## src/pkg/msrc_pkg.sv

```systemverilog
// constants, state encoding and state record of the multi-source reset controller
package msrc_pkg;

    // ---------------------------------------------------------------
    // sizes
    // ---------------------------------------------------------------
    localparam int NUM_CORES = 4;
    localparam int CFG_BITS = 14;
    localparam int HCW_BITS = 32;
    localparam int CNT_BITS = 11;
    localparam int SRC_BITS = 6;
    localparam int SYNC_BITS = 7;

    // ---------------------------------------------------------------
    // timing, in clock cycles as printed
    // ---------------------------------------------------------------
    localparam int POR_RELEASE_CLKS = 1024;
    localparam int HARD_RELEASE_CLKS = 512;
    localparam int SOFT_RELEASE_CLKS = 515;
    localparam logic [CNT_BITS-1:0] POR_RELEASE_CNT = CNT_BITS'(POR_RELEASE_CLKS - 1);
    localparam logic [CNT_BITS-1:0] HARD_RELEASE_CNT = CNT_BITS'(HARD_RELEASE_CLKS - 1);
    localparam logic [CNT_BITS-1:0] SOFT_RELEASE_CNT = CNT_BITS'(SOFT_RELEASE_CLKS - 1);

    // ---------------------------------------------------------------
    // reset status bit positions
    // ---------------------------------------------------------------
    localparam int SRC_POR = 0;
    localparam int SRC_HARD_EXT = 1;
    localparam int SRC_SOFT_EXT = 2;
    localparam int SRC_WATCHDOG = 3;
    localparam int SRC_BUS_MON = 4;
    localparam int SRC_HOST = 5;
    localparam logic [SRC_BITS-1:0] STATUS_RESET = 6'h01;

    // ---------------------------------------------------------------
    // synchroniser lanes and their values under reset
    // ---------------------------------------------------------------
    localparam int SY_POR_N = 0;
    localparam int SY_HARD_LINE = 1;
    localparam int SY_SOFT_LINE = 2;
    localparam int SY_PLL_LOCK = 3;
    localparam int SY_WATCHDOG = 4;
    localparam int SY_BUS_MON = 5;
    localparam int SY_HOST = 6;
    localparam logic [SYNC_BITS-1:0] SYNC_RESET = 7'h06;

    localparam logic [CFG_BITS-1:0] CFG_RESET = 14'h0000;
    localparam logic [HCW_BITS-1:0] HCW_RESET = 32'h0000_0000;

    // ---------------------------------------------------------------
    // flow states
    // ---------------------------------------------------------------
    typedef enum logic [2:0] {
        ST_POR_HOLD = 3'b000,
        ST_POR_DELAY = 3'b001,
        ST_PLL_WAIT = 3'b010,
        ST_HARD = 3'b011,
        ST_SOFT = 3'b100,
        ST_SETTLE = 3'b101,
        ST_IDLE = 3'b110
    } msrc_state_type;

    typedef struct packed {
        msrc_state_type state;
        logic [CNT_BITS-1:0] cnt;
        logic por_int;
        logic pll_reset;
        logic hard_oe;
        logic soft_oe;
        logic line_out;
        logic [NUM_CORES-1:0] core_reset;
        logic [CFG_BITS-1:0] por_cfg;
        logic [HCW_BITS-1:0] hard_cfg;
        logic hard_cfg_load;
        logic [SRC_BITS-1:0] status;
    } msrc_regs_type;

endpackage

```

## src/logic/msrc_sync.sv

```systemverilog
// two-flop synchroniser bank for the asynchronous reset inputs
`timescale 1ns/1ns

module msrc_sync #(
    parameter int WIDTH = 1,
    parameter logic [WIDTH-1:0] RST_VAL = '0
) (
    // clock and reset
    input wire logic ref_clk,
    input wire logic resetn,
    // async side
    input wire logic [WIDTH-1:0] async_in,
    // synchronous side
    output logic [WIDTH-1:0] sync_out
);

    logic [WIDTH-1:0] meta_q;
    logic [WIDTH-1:0] sync_q;

    // the first stage feeds only the second stage
    always_ff @(posedge ref_clk or negedge resetn) begin
        if (!resetn) begin
            meta_q <= RST_VAL;
            sync_q <= RST_VAL;
        end else begin
            meta_q <= async_in;
            sync_q <= meta_q;
        end
    end

    assign sync_out = sync_q;

endmodule

```

## src/logic/msrc_reset_ctrl.sv

```systemverilog
// multi-source reset controller: source gathering, flow sequencing and reset status
`timescale 1ns/1ns

module msrc_reset_ctrl (
    // clock and reset
    input wire logic ref_clk,
    input wire logic resetn,
    // reset sources
    input wire logic power_on_reset_in_n,
    input wire logic watchdog_expired,
    input wire logic watchdog_enable,
    input wire logic bus_monitor_expired,
    input wire logic bus_monitor_enable,
    input wire logic host_reset_cmd,
    // system pll
    input wire logic system_pll_lock,
    output logic system_pll_reset,
    output logic internal_por,
    // open-drain hard reset line, active low
    input wire logic hard_reset_line_in_n,
    output logic hard_reset_line_out_n,
    output logic hard_reset_line_oe,
    // open-drain soft reset line, active low
    input wire logic soft_reset_line_in_n,
    output logic soft_reset_line_out_n,
    output logic soft_reset_line_oe,
    // configuration
    input wire logic [msrc_pkg::CFG_BITS-1:0] config_pins,
    input wire logic [msrc_pkg::HCW_BITS-1:0] hard_config_word_in,
    output logic [msrc_pkg::CFG_BITS-1:0] por_config,
    output logic [msrc_pkg::HCW_BITS-1:0] hard_config,
    output logic hard_config_load,
    // core resets and status
    output logic [msrc_pkg::NUM_CORES-1:0] core_reset,
    output logic [msrc_pkg::SRC_BITS-1:0] reset_status,
    output logic [2:0] flow_state
);

    // ---------------------------------------------------------------
    // input synchronisation
    // ---------------------------------------------------------------
    logic [msrc_pkg::SYNC_BITS-1:0] async_vec;
    logic [msrc_pkg::SYNC_BITS-1:0] sync_vec;

    always_comb begin
        async_vec = '0;
        async_vec[msrc_pkg::SY_POR_N] = power_on_reset_in_n;
        async_vec[msrc_pkg::SY_HARD_LINE] = hard_reset_line_in_n;
        async_vec[msrc_pkg::SY_SOFT_LINE] = soft_reset_line_in_n;
        async_vec[msrc_pkg::SY_PLL_LOCK] = system_pll_lock;
        async_vec[msrc_pkg::SY_WATCHDOG] = watchdog_expired;
        async_vec[msrc_pkg::SY_BUS_MON] = bus_monitor_expired;
        async_vec[msrc_pkg::SY_HOST] = host_reset_cmd;
    end

    msrc_sync #(
        .WIDTH(msrc_pkg::SYNC_BITS),
        .RST_VAL(msrc_pkg::SYNC_RESET)
    ) u_sync (
        .ref_clk(ref_clk),
        .resetn(resetn),
        .async_in(async_vec),
        .sync_out(sync_vec)
    );

    // ---------------------------------------------------------------
    // source decode
    // ---------------------------------------------------------------
    logic por_active;
    logic pll_locked;
    logic wdg_event;
    logic bm_event;
    logic host_event;
    logic hard_ext_low;
    logic soft_ext_low;
    logic hard_any;
    logic [msrc_pkg::SRC_BITS-1:0] hard_src;

    msrc_pkg::msrc_regs_type r_q;
    msrc_pkg::msrc_regs_type r_d;

    assign por_active = !sync_vec[msrc_pkg::SY_POR_N];
    assign pll_locked = sync_vec[msrc_pkg::SY_PLL_LOCK];
    assign wdg_event = sync_vec[msrc_pkg::SY_WATCHDOG] && watchdog_enable;
    assign bm_event = sync_vec[msrc_pkg::SY_BUS_MON] && bus_monitor_enable;
    assign host_event = sync_vec[msrc_pkg::SY_HOST];
    // a low hard line only counts as external while we are not pulling it
    assign hard_ext_low = !sync_vec[msrc_pkg::SY_HARD_LINE] && !r_q.hard_oe;
    // external soft assertion counts only while no reset of ours is active
    assign soft_ext_low = !sync_vec[msrc_pkg::SY_SOFT_LINE] && (r_q.state == msrc_pkg::ST_IDLE);
    assign hard_any = hard_ext_low || wdg_event || bm_event;

    always_comb begin
        hard_src = '0;
        hard_src[msrc_pkg::SRC_HARD_EXT] = hard_ext_low;
        hard_src[msrc_pkg::SRC_WATCHDOG] = wdg_event;
        hard_src[msrc_pkg::SRC_BUS_MON] = bm_event;
    end

    // ---------------------------------------------------------------
    // flow sequencer
    // ---------------------------------------------------------------
    always_comb begin
        r_d = r_q;
        r_d.hard_cfg_load = 1'b0;
        r_d.line_out = 1'b0;
        case (r_q.state)
            msrc_pkg::ST_POR_HOLD: begin
                r_d.cnt = '0;
                r_d.por_cfg = config_pins;
                if (!por_active) begin
                    r_d.state = msrc_pkg::ST_POR_DELAY;
                end
            end
            msrc_pkg::ST_POR_DELAY: begin
                r_d.cnt = r_q.cnt + 1'b1;
                if (r_q.cnt == msrc_pkg::POR_RELEASE_CNT) begin
                    r_d.cnt = '0;
                    r_d.por_int = 1'b0;
                    r_d.pll_reset = 1'b0;
                    r_d.state = msrc_pkg::ST_PLL_WAIT;
                end
            end
            msrc_pkg::ST_PLL_WAIT: begin
                if (pll_locked) begin
                    r_d.cnt = '0;
                    r_d.hard_cfg = hard_config_word_in;
                    r_d.hard_cfg_load = 1'b1;
                    r_d.state = msrc_pkg::ST_HARD;
                end
            end
            msrc_pkg::ST_HARD: begin
                // one release sequence serves power-on and every hard flow
                r_d.cnt = r_q.cnt + 1'b1;
                // our own released line reads low through the synchroniser for two more cycles,
                // so only internal sources are added here
                r_d.status = r_q.status | (hard_src & ~(6'h01 << msrc_pkg::SRC_HARD_EXT));
                if (r_q.cnt == msrc_pkg::HARD_RELEASE_CNT) begin
                    r_d.hard_oe = 1'b0;
                end
                if (r_q.cnt == msrc_pkg::SOFT_RELEASE_CNT) begin
                    r_d.soft_oe = 1'b0;
                    r_d.core_reset = '0;
                    r_d.state = msrc_pkg::ST_SETTLE;
                end
            end
            msrc_pkg::ST_SOFT: begin
                r_d.cnt = r_q.cnt + 1'b1;
                if (hard_any) begin
                    r_d = start_hard(r_q, hard_src);
                end else if (r_q.cnt == msrc_pkg::SOFT_RELEASE_CNT) begin
                    r_d.soft_oe = 1'b0;
                    r_d.core_reset = '0;
                    r_d.state = msrc_pkg::ST_SETTLE;
                end
            end
            msrc_pkg::ST_SETTLE: begin
                // let our own release ripple through the synchroniser first
                if (wdg_event || bm_event) begin
                    r_d = start_hard(r_q, hard_src & ~(6'h01 << msrc_pkg::SRC_HARD_EXT));
                end else if (host_event) begin
                    r_d = start_soft(r_q, msrc_pkg::SRC_HOST);
                end else if (sync_vec[msrc_pkg::SY_HARD_LINE] && sync_vec[msrc_pkg::SY_SOFT_LINE]) begin
                    r_d.state = msrc_pkg::ST_IDLE;
                end
            end
            msrc_pkg::ST_IDLE: begin
                if (hard_any) begin
                    r_d = start_hard(r_q, hard_src);
                end else if (host_event) begin
                    r_d = start_soft(r_q, msrc_pkg::SRC_HOST);
                end else if (soft_ext_low) begin
                    r_d = start_soft(r_q, msrc_pkg::SRC_SOFT_EXT);
                end
            end
            default: begin
                r_d.state = msrc_pkg::ST_POR_HOLD;
            end
        endcase
        // power-on overrides every other flow
        if (por_active) begin
            r_d.state = msrc_pkg::ST_POR_HOLD;
            r_d.cnt = '0;
            r_d.por_int = 1'b1;
            r_d.pll_reset = 1'b1;
            r_d.hard_oe = 1'b1;
            r_d.soft_oe = 1'b1;
            r_d.core_reset = '1;
            // straps are taken in the hold state only, once internal power-on is already up
            r_d.status = msrc_pkg::STATUS_RESET;
        end
        if (r_d.hard_oe) begin
            r_d.soft_oe = 1'b1;
        end
    end

    // hard flow entry: both lines, all cores, new hard configuration word
    function automatic msrc_pkg::msrc_regs_type start_hard(
        input msrc_pkg::msrc_regs_type cur,
        input logic [msrc_pkg::SRC_BITS-1:0] src
    );
        msrc_pkg::msrc_regs_type nxt;
        nxt = cur;
        nxt.state = msrc_pkg::ST_HARD;
        nxt.cnt = '0;
        nxt.hard_oe = 1'b1;
        nxt.soft_oe = 1'b1;
        nxt.core_reset = '1;
        nxt.hard_cfg = hard_config_word_in;
        nxt.hard_cfg_load = 1'b1;
        nxt.line_out = 1'b0;
        nxt.status = src;
        return nxt;
    endfunction

    // soft flow entry: soft line and cores only, configuration kept
    function automatic msrc_pkg::msrc_regs_type start_soft(
        input msrc_pkg::msrc_regs_type cur,
        input int src_bit
    );
        msrc_pkg::msrc_regs_type nxt;
        nxt = cur;
        nxt.state = msrc_pkg::ST_SOFT;
        nxt.cnt = '0;
        nxt.soft_oe = 1'b1;
        nxt.core_reset = '1;
        nxt.line_out = 1'b0;
        nxt.status = msrc_pkg::SRC_BITS'(6'h01 << src_bit);
        return nxt;
    endfunction

    // ---------------------------------------------------------------
    // state register
    // ---------------------------------------------------------------
    always_ff @(posedge ref_clk or negedge resetn) begin
        if (!resetn) begin
            r_q.state <= msrc_pkg::ST_POR_HOLD;
            r_q.cnt <= '0;
            r_q.por_int <= 1'b1;
            r_q.pll_reset <= 1'b1;
            r_q.hard_oe <= 1'b1;
            r_q.soft_oe <= 1'b1;
            r_q.line_out <= 1'b0;
            r_q.core_reset <= '1;
            r_q.por_cfg <= msrc_pkg::CFG_RESET;
            r_q.hard_cfg <= msrc_pkg::HCW_RESET;
            r_q.hard_cfg_load <= 1'b0;
            r_q.status <= msrc_pkg::STATUS_RESET;
        end else begin
            r_q <= r_d;
        end
    end

    // ---------------------------------------------------------------
    // outputs, all straight from the state register
    // ---------------------------------------------------------------
    assign system_pll_reset = r_q.pll_reset;
    assign internal_por = r_q.por_int;
    assign hard_reset_line_out_n = r_q.line_out;
    assign hard_reset_line_oe = r_q.hard_oe;
    assign soft_reset_line_out_n = r_q.line_out;
    assign soft_reset_line_oe = r_q.soft_oe;
    assign por_config = r_q.por_cfg;
    assign hard_config = r_q.hard_cfg;
    assign hard_config_load = r_q.hard_cfg_load;
    assign core_reset = r_q.core_reset;
    assign reset_status = r_q.status;
    assign flow_state = r_q.state;

endmodule

```

## config.mk

```make
export PLATFORM = sky130hd
export DESIGN_NAME = msrc_reset_ctrl
export DESIGN_NICKNAME = d
export VERILOG_FILES = /design/src/pkg/msrc_pkg.sv /design/src/logic/msrc_sync.sv /design/src/logic/msrc_reset_ctrl.sv
export SDC_FILE = /design/constraint.sdc
export NUM_CORES = 1
export LEC_CHECK = 0
export BUFFER_PORTS_ARGS = -buffer_cell sky130_fd_sc_hd__buf_2
export CAP_MARGIN = 40
export CORE_UTILIZATION = 45
export DETAILED_ROUTE_END_ITERATION = 16
export PLACE_DENSITY = 0.73
export SLEW_MARGIN = 40
export SYNTH_ARGS = -nofsm -noshare
export SYNTH_HDL_FRONTEND = slang
export SYNTH_SLANG_ARGS = --single-unit
```

## constraint.sdc

```tcl
create_clock -name ref_clk -period 3.6 [get_ports ref_clk]
set_input_delay 0 -clock ref_clk [delete_from_list [all_inputs] [get_ports ref_clk]]
set_output_delay 0 -clock ref_clk [all_outputs]
set_load 0.03 [all_outputs]
```

==> impl_metrics.yaml, run 1 <==
sta:
  clock.fmax_mhz: 399
  min_period_ns: 2.51
  max_slew_margin_pct: 46.8
  hold_viol: 0
  fin_crit_sh_pct: 69.7
  worst_pin_slew_ns: 0.778
  drv_slew: 0
  fin_skew_ns: 0.0112
  setup_viol: 0
  rsz0062_at_grt: "false"
  worst_slack_ns: 1.09
  tns_ns: 0
  finalHoldWorstSlack_ns: 0.246
pwr:
  p_leak_nw: 2.51
  ir_drop_mv: 0.248
  power.density_mw_per_mm2: 409
synth:
  synth_edf_count: 0
  syn_inst: 376
  synth_ff_type: "dfrtp_1"
  ys_types: 58
  avgSynthCellArea_um2: 11.7
  ys_ff_latch: 88
  netlist_area_mm2: 0.00441
  synthArstFlopShare_pct: 100
  yosys_warnings: 0
  ys_seq_area_share_pct: 50.3
drt:
  routed_wirelength_mm: 9.52
  dr_wl_met2_mm: 4.91
  postRouteAntennaNets: 0
  via_per_inst: 5.02
  met3_length_um: 420
  drt_iter0_drc: 210
  first_pass_iters: 4
  wl_per_cell_um: 15.3
  drc: 0
  met1_length_mm: 3.96
  vias: 3126
  top_layer: "met4"
outcome:
  outcome: "finished, final reports clean"
layout:
  register_area_mm2: 0.00222
  fin_nets: 548
  multiInputGateArea_mm2: 0.00163
  drive_gt1_share_pct: 40.3
  fillers: 781
  area_growth_pct: 22.7
  num_antenna_cells: 0
clocking:
  cts_setup_buffers: 0
  cts_tree: "done"
  root_buffer: "clkbuf_8"
  clkTransAtPathRegs_ns: 0.09
  clk_latency_ns: 0.36
  clkSinkCount: 88
  hold_buffers: 56
  cts_buffer_depth: 2
  cts_max_level: 3
  cts_made_buffers: 9
  cts_resized: 0
place:
  place_hpwl_mm: 5.87
  dp_slack_ns: 1.14
  io_buffers: 120
  globalplace.congestion: 0.869
grt:
  overflow: 0
  grt_pass1_wl_mm: 15.8
  grt_pass1_vias: 3193
  grtUsageTotal_pct: 20.2
  grt_max_degree: 89
  antenna_found_initial: 0
floorplan:
  core_mm2: 0.00937
  start_util_pct: 47.1
  dieArea_mm2: 0.0102
  die-width_um: 101
  die_h_um: 101
  ios: 123
  row_count: 35
critical_path:
  critPathCaptureType: "register"
  critPathLaunchType: "register"
  crit_fanout: 33
  cp.required_ns: 3.83
  path_class: "register to register"
  worstPathArrival_ns: 2.74
worst_hold_path:
  hold_class: "input pin to asynchronous set/reset pin"
run:
  drv_cap: 0
## critical path, stage by stage, from the launching register on
cell and delay (ns):
dfrtp_1 0.77, nand2b_1 0.31, nor2_1 0.15, o21ai_1 0.10, o31ai_4 0.10, buf_4 0.51, mux2_2 0.42
## cells by family after synthesis
group / Yosys count / share of synthesized area (%)
DFF: 88 / 50.3
and+or+nand+nor: 88 / 10.5
buffers and inverters: 82 / 13.2
AOI/OAI and AO/OA: 66 / 10.6
muxes: 46 / 14.2
xor gates and xnor gates: 3 / 0.596
adders and majority gates: 2 / 0.567
other: 1 / 0.0850
## cell usage after synthesis, types with 2 or more instances
cell | number | area share, %
buf_2 | 4 | 0.45
inv_1 | 5 | 0.43
dfrtp_1 | 76 | 43
a22oi_1 | 2 | 0.34
buf_4 | 64 | 11
clkbuf_1 | 3 | 0.26
nand2_1 | 21 | 1.8
a21o_1 | 10 | 1.7
or3_1 | 3 | 0.43
mux2_2 | 17 | 4.3
nor3_1 | 5 | 0.57
nand3b_1 | 3 | 0.51
nand2b_1 | 6 | 0.85
nor2_1 | 16 | 1.4
a211oi_1 | 2 | 0.34
ha_1 | 2 | 0.57
nand3_1 | 8 | 0.91
buf_6 | 4 | 1.0
o21bai_1 | 4 | 0.68
nor3b_1 | 3 | 0.51
o21a_1 | 2 | 0.34
nor2b_1 | 3 | 0.43
mux2_4 | 29 | 9.9
a22o_1 | 2 | 0.40
nand4_1 | 6 | 0.85
o21ai_0 | 18 | 2.0
xor2_1 | 3 | 0.60
a21oi_1 | 7 | 0.79
and3_1 | 4 | 0.57
dfstp_2 | 12 | 7.1
a221oi_1 | 2 | 0.40
o211ai_1 | 2 | 0.34
and2_1 | 3 | 0.43
## power breakdown
group          leakage, nW  switching, mW  internal [mW]
logic                 1.36          0.235          0.181
registers             1.05         0.0547           1.06
clock network       0.0928          0.345          0.342
## routing by layer
layer	GRT usage (%)	up-vias
met5	0	-
met4	10.0	0
met3	3.05	21
met2	34.2	105
met1	25.2	1522
li1	-	1478
## layout by cell type, fill, tap and decap left out, types with 3 or more instances in the layout
| cell type | netlist | layout |
|---|---|---|
| a21o_1 | 10 | 10 |
| mux2_2 | 17 | 17 |
| inv_1 | 5 | 5 |
| clkbuf_8 | 0 | 11 |
| dlygate4sd3_1 | 0 | 56 |
| buf_2 | 4 | 120 |
| nand3b_1 | 3 | 3 |
| xor2_1 | 3 | 3 |
| o21bai_1 | 4 | 4 |
| dfrtp_1 | 76 | 76 |
| o21ai_0 | 18 | 18 |
| nor2_1 | 16 | 16 |
| nor3b_1 | 3 | 3 |
| dfstp_2 | 12 | 12 |
| nand2_1 | 21 | 21 |
| mux2_4 | 29 | 29 |
| a21oi_1 | 7 | 7 |
| nand2b_1 | 6 | 6 |
| nor3_1 | 5 | 4 |
| and2_1 | 3 | 3 |
| or3_1 | 3 | 3 |
| and3_1 | 4 | 4 |
| nor2b_1 | 3 | 3 |
| nand4_1 | 6 | 6 |
| nand3_1 | 8 | 8 |
## stage by stage
step | std cells | power, mW | instance area (um^2) | utilization, %
3_3_place_gp | 550 | 1.48 | 4640 | 49.5
5_1_grt | 623 | 2.31 | 5410 | 57.8
3_5_place_dp | 551 | 1.50 | 4650 | 49.6
6_report | 623 | 2.22 | 5410 | 57.8
4_1_cts | 623 | 2.23 | 5410 | 57.7
2_1_floorplan | 377 | 1.44 | 4420 | -
## sequential cells by signal, indices dropped and copies added (netlist names)
| signal | flops |
|---|---|
| reset_status | 6 |
| flow_state | 3 |
| u_sync.meta_q | 7 |
| u_sync.sync_out | 7 |
| core_reset | 4 |
| hard_reset_line_oe | 1 |
| por_config | 14 |
| r_q | 11 |
| soft_reset_line_oe | 1 |
| hard_config | 32 |
| hard_config_load | 1 |
| internal_por | 1 |
## area by class of cell
cell class                 count  area share, %
multi-input combinational    207           30.2
clock inverter                 4          0.994
inverter                       5          0.347
sequential                    88           41.0
clock buffer                  12           2.68
tap                          129           2.98
timing repair buffer         178           21.8
## path summary, 6_finish.rpt
kind | startpoint | endpoint | slack (ns) | depth (start not counted)
min | resetn | por_config[4] | 0.25 | 2
min in group ref_clk | host_reset_cmd | u_sync.meta_q[6] | 0.29 | 2
min reg2reg | u_sync.meta_q[0] | u_sync.sync_out[0] | 0.36 | 0
max in group asynchronous | resetn | reset_status[1] | 2.86 | 2
max | flow_state[0] | hard_config[1] | 1.09 | 6
max reg2reg | flow_state[0] | hard_config[1] | 1.09 | 6
Note: power is estimated with default switching activity, not from simulation.
==> run 2, diff against run 1 <==
clock period = 2.4 ns   (was 3.6 ns; I/O delays follow)
==> run 2 against run 1 <==
Compared with the run above:
- sequential power increased by 50%
- routed wire length is 1.1% higher
- total power grew 51%
- worst setup slack got worse by 0.88 ns
- first-iteration DRC count down 6.2%
- combinational power up 58%
- clock skew increased by 0.0044 ns
- utilization rose by 1.0 points
- maximum frequency grew 15%
- via count is 2.5% higher
- count of clock-buffer cells in the layout shrank 1
- final area grew 1.8%
- critical endpoint unchanged
- largest power group unchanged
==> impl_metrics.yaml, run 2 (synthesis gave the netlist of run 1 again) <==
pwr:
  power_mw: 3.34
  p_leak_nw: 2.58
  ir_drop_mv: 0.400
  power.density_mw_per_mm2: 606
grt:
  overflow: 0
  grt_pass1_vias: 3346
  grtUsageTotal_pct: 20.6
  grt_max_degree: 52
  antenna_found_initial: 0
  grt_pass1_wl_mm: 16.2
critical_path:
  cp.required_ns: 2.64
  startpoint: "u_sync.sync_out[1]"
  regToRegStartpoint: "u_sync.sync_out[1]"
  worstPathArrival_ns: 2.43
  critPathLaunchType: "register"
  r2r_setup_slack_ns: 0.21
  path_class: "register to register"
  path_cells: "nor2_1, o21ba_1, o21ai_1, o31ai_4, buf_12, mux2_2"
  critPathCaptureType: "register"
  max_stage_delay_ns: 0.43
  cp_slowest_cell: "nor2_1"
  crit_fanout: 26
sta:
  min_period_ns: 2.19
  hold_viol: 0
  fin_crit_sh_pct: 91.1
  setup_viol: 0
  fin_skew_ns: 0.0157
  worst_pin_slew_ns: 0.734
  rsz0062_at_grt: "false"
  max_slew_margin_pct: 50.6
  drv_slew: 0
  tns_ns: 0
  clock.fmax_mhz: 457
clocking:
  cts_setup_buffers: 0
  clk_latency_ns: 0.36
  cts_max_level: 3
  cts_resized: 0
  clkSinkCount: 88
  cts_buffer_depth: 2
  clkTransAtPathRegs_ns: 0.10
  cts_tree: "done"
  hold_buffers: 56
  cts_made_buffers: 9
  root_buffer: "clkbuf_8"
layout:
  num_antenna_cells: 0
  layout_common_cells: "buf_2, dfrtp_1, dlygate4sd3_1"
  register_area_mm2: 0.00222
  final_common_cell: "buf_2"
  layout.cells.non_filler: 634
  fillers: 757
  post-route-util_pct: 58.8
  multiInputGateArea_mm2: 0.00163
  area_growth_pct: 24.8
  fin_nets: 559
  drive_gt1_share_pct: 42.0
  largest_reg_flops: 32
floorplan:
  row_count: 35
  start_util_pct: 47.1
  dieArea_mm2: 0.0102
  die-width_um: 101
  core_mm2: 0.00937
  die_h_um: 101
  ios: 123
run:
  drv_cap: 0
drt:
  vias: 3203
  routed_wirelength_mm: 9.62
  postRouteAntennaNets: 0
  first_pass_iters: 5
  wl_per_cell_um: 15.2
  via_per_inst: 5.05
  drt_iter0_drc: 197
  drc: 0
place:
  dp.cells: 562
  place_hpwl_mm: 6.07
  globalplace.congestion: 0.895
  io_buffers: 120
worst_hold_path:
  hold_class: "input pin to asynchronous set/reset pin"
outcome:
  outcome: "finished, final reports clean"
## run 2: power by group
group / internal, mW / switching, mW
sequential: 1.59 / 0.0711
clock: 0.450 / 0.574
combinational: 0.290 / 0.366
## run 2: routing by layer
metal  GRT usage (%)  share of wire [%]  vias up  wire [um]
li1                -                  -     1511          -
met1            26.2                 42     1560       4040
met2            34.8                 51      117       4940
met3            3.54                5.0       15        480
met4            8.70                1.7        0        162
met5               0                  0        -          0
## run 2: worst max-delay path, delay by kind of cell, from the launching register on
family / cells / cell delay (ns)
flops: 1 / 0.39
compound gates: 3 / 0.56
mux: 1 / 0.37
buf+inv: 1 / 0.29
simple gates: 1 / 0.43
## run 2: through the flow
stage	area (um^2)	hold slack, ns	setup slack [ns]
6_report	5510	0.148	0.213
2_1_floorplan	4420	-0.296	0.557
3_5_place_dp	4750	0.000406	0.281
3_3_place_gp	4750	-0.00887	0.341
4_1_cts	5510	0.152	0.260
5_1_grt	5510	0.185	0.0958
## run 2: final cells by class
| type | count | area share (%) |
|---|---|---|
| clock buffers | 11 | 2.75 |
| clock inverters | 5 | 0.818 |
| inverters | 5 | 0.341 |
| multi-input cells | 207 | 29.6 |
| flip-flops and latches | 88 | 40.3 |
| well taps | 129 | 2.93 |
| repair buffers | 189 | 23.4 |
## run 2: worst paths after layout
kind / endpoint / cells past startpoint
max: hard_config[1] / 6
min reg2reg: u_sync.sync_out[6] / 0
max in group asynchronous: core_reset[3] / 3
max reg2reg: hard_config[1] / 6
min: por_config[13] / 2
min in group ref_clk: u_sync.meta_q[4] / 2
==> run 3, diff against run 2 <==
CORE_UTILIZATION = 50   (was 45)
PLACE_DENSITY = 0.8   (was 0.73)
==> run 3 against run 2 <==
Compared with the run above:
- clock power about the same
- critical endpoint is now r_q[66]
- sequential cell count unchanged
- worst hold slack lost 0.0065 ns
- highest routed layer unchanged
- utilization is 6.6 points higher
- count of clock-buffer cells in the layout is the same
==> impl_metrics.yaml, run 3 (synthesis gave the netlist of run 1 again) <==
place:
  io_buffers: 120
  globalplace.congestion: 0.908
  place_hpwl_mm: 6.17
  placed_cell_area_mm2: 0.00472
run:
  drv_cap: 0
sta:
  drv_slew: 0
  max_slew_margin_pct: 49.2
  fin_crit_sh_pct: 85.9
  tns_ns: 0
  rsz0062_at_grt: "false"
  worst_pin_slew_ns: 0.763
  clock.fmax_mhz: 485
  min_period_ns: 2.06
  setup_viol: 0
  hold_viol: 0
  fin_skew_ns: 0.0102
clocking:
  root_buffer: "clkbuf_8"
  cts_made_buffers: 9
  cts_tree: "done"
  cts_max_level: 3
  clkSinkCount: 88
  cts_buffer_depth: 2
  clkTransAtPathRegs_ns: 0.09
  clk_latency_ns: 0.35
  cts_setup_buffers: 0
critical_path:
  regToRegStartpoint: "flow_state[0]"
  r2r_setup_slack_ns: 0.34
  reg2regPathDepth: 6
  startpoint: "flow_state[0]"
  cp.required_ns: 2.64
  worstPathArrival_ns: 2.30
  path_class: "register to register"
  critPathLaunchType: "register"
  critPathCaptureType: "register"
  r2r-end: "r_q[66]"
  crit_end: "r_q[66]"
  crit_fanout: 10
floorplan:
  ios: 123
  core_mm2: 0.00838
  start_util_pct: 52.6
  die_h_um: 95.9
  die-width_um: 95.9
  row_count: 33
  dieArea_mm2: 0.00920
grt:
  grt_pass1_vias: 3231
  antenna_found_initial: 0
  grt_max_degree: 54
  grtUsageTotal_pct: 21.6
  grt_pass1_wl_mm: 15.0
  overflow: 0
drt:
  via_per_inst: 5.18
  drc: 0
  wl_per_cell_um: 15.4
  postRouteAntennaNets: 0
  routed_wirelength_mm: 9.43
  vias: 3164
  first_pass_iters: 4
  drt_iter0_drc: 184
layout:
  fillers: 613
  fin_nets: 560
  num_antenna_cells: 0
  final_common_cell: "buf_2"
  layout_common_cells: "buf_2, dfrtp_1, dlygate4sd3_1"
  area_growth_pct: 24.2
  largest_reg_flops: 32
  drive_gt1_share_pct: 41.9
  design_area_mm2: 0.00548
pwr:
  p_leak_nw: 2.58
  ir_drop_mv: 0.352
  power.density_mw_per_mm2: 613
outcome:
  outcome: "finished, final reports clean"
worst_hold_path:
  hold_class: "input pin to asynchronous set/reset pin"
==> run 3: cell types whose count changed in the layout (fill, tap and decap cells not counted), sizes merged <==
cell,before,now
buf,133,134
bufinv,0,1
clkinv,1,2
inv,8,6
==> run 3: through the flow <==
stage	total power [mW]	worst slack [ns]	instances	hold WS, ns	util, %
floorplan	2.16	0.557	377	-0.296	-
CTS	3.39	0.349	611	0.135	65.4
finish	3.36	0.339	611	0.141	65.4
global route	3.51	0.191	611	0.179	65.4
detailed placement	2.26	0.387	539	-0.0119	56.3
global placement	2.24	0.432	539	-0.0183	56.3
==> run 3: power by group <==
group	switching [mW]	internal [mW]	leakage (nW)
logic	0.367	0.288	1.43
registers	0.0685	1.59	1.05
clock network	0.532	0.518	0.100
==> run 3: worst min-delay path by stage <==
stage,to,depth (start not counted),slack [ns],start
floorplan,flow_state[0],0,-0.30,resetn
global placement,por_config[8],1,-0.02,resetn
detailed placement,por_config[5],1,-0.01,resetn
CTS,por_config[5],2,0.14,resetn
global route,por_config[5],2,0.18,resetn
finish,por_config[5],2,0.14,resetn
==> run 3: final cells by class <==
type	instances	area, um^2	share of cell area (%)
Clock buffer	11	141	2.58
Clock inverter	5	63.8	1.16
Inverter	5	18.8	0.342
Multi-Input combinational cell	207	1630	29.7
Sequential cell	88	2220	40.4
Tap cell	105	131	2.40
Timing Repair Buffer	190	1280	23.4
==> run 3: per-layer routing <==
| metal | vias up | track usage, % | share of wire [%] |
|---|---|---|---|
| li1 | 1499 | - | - |
| met5 | - | 0 | 0 |
| met1 | 1536 | 27.5 | 42 |
| met3 | 17 | 3.55 | 5.5 |
| met4 | 0 | 8.33 | 1.6 |
| met2 | 112 | 36.8 | 51 |
==> run 3: timing repair <==
item                      in CTS  in global routing
hold buffers                  56                  0
gates resized for setup        0                  0
hold endpoints to repair      90                  0
==> run 3: worst max-delay path, cell delays in order, from the launching register on <==
cell and delay [ns]:
dfrtp_1 0.56, nand2b_1 0.33, nor3_1 0.12, a22oi_1 0.44
buf_4 0.25, o21bai_1 0.07, a21o_1 0.17
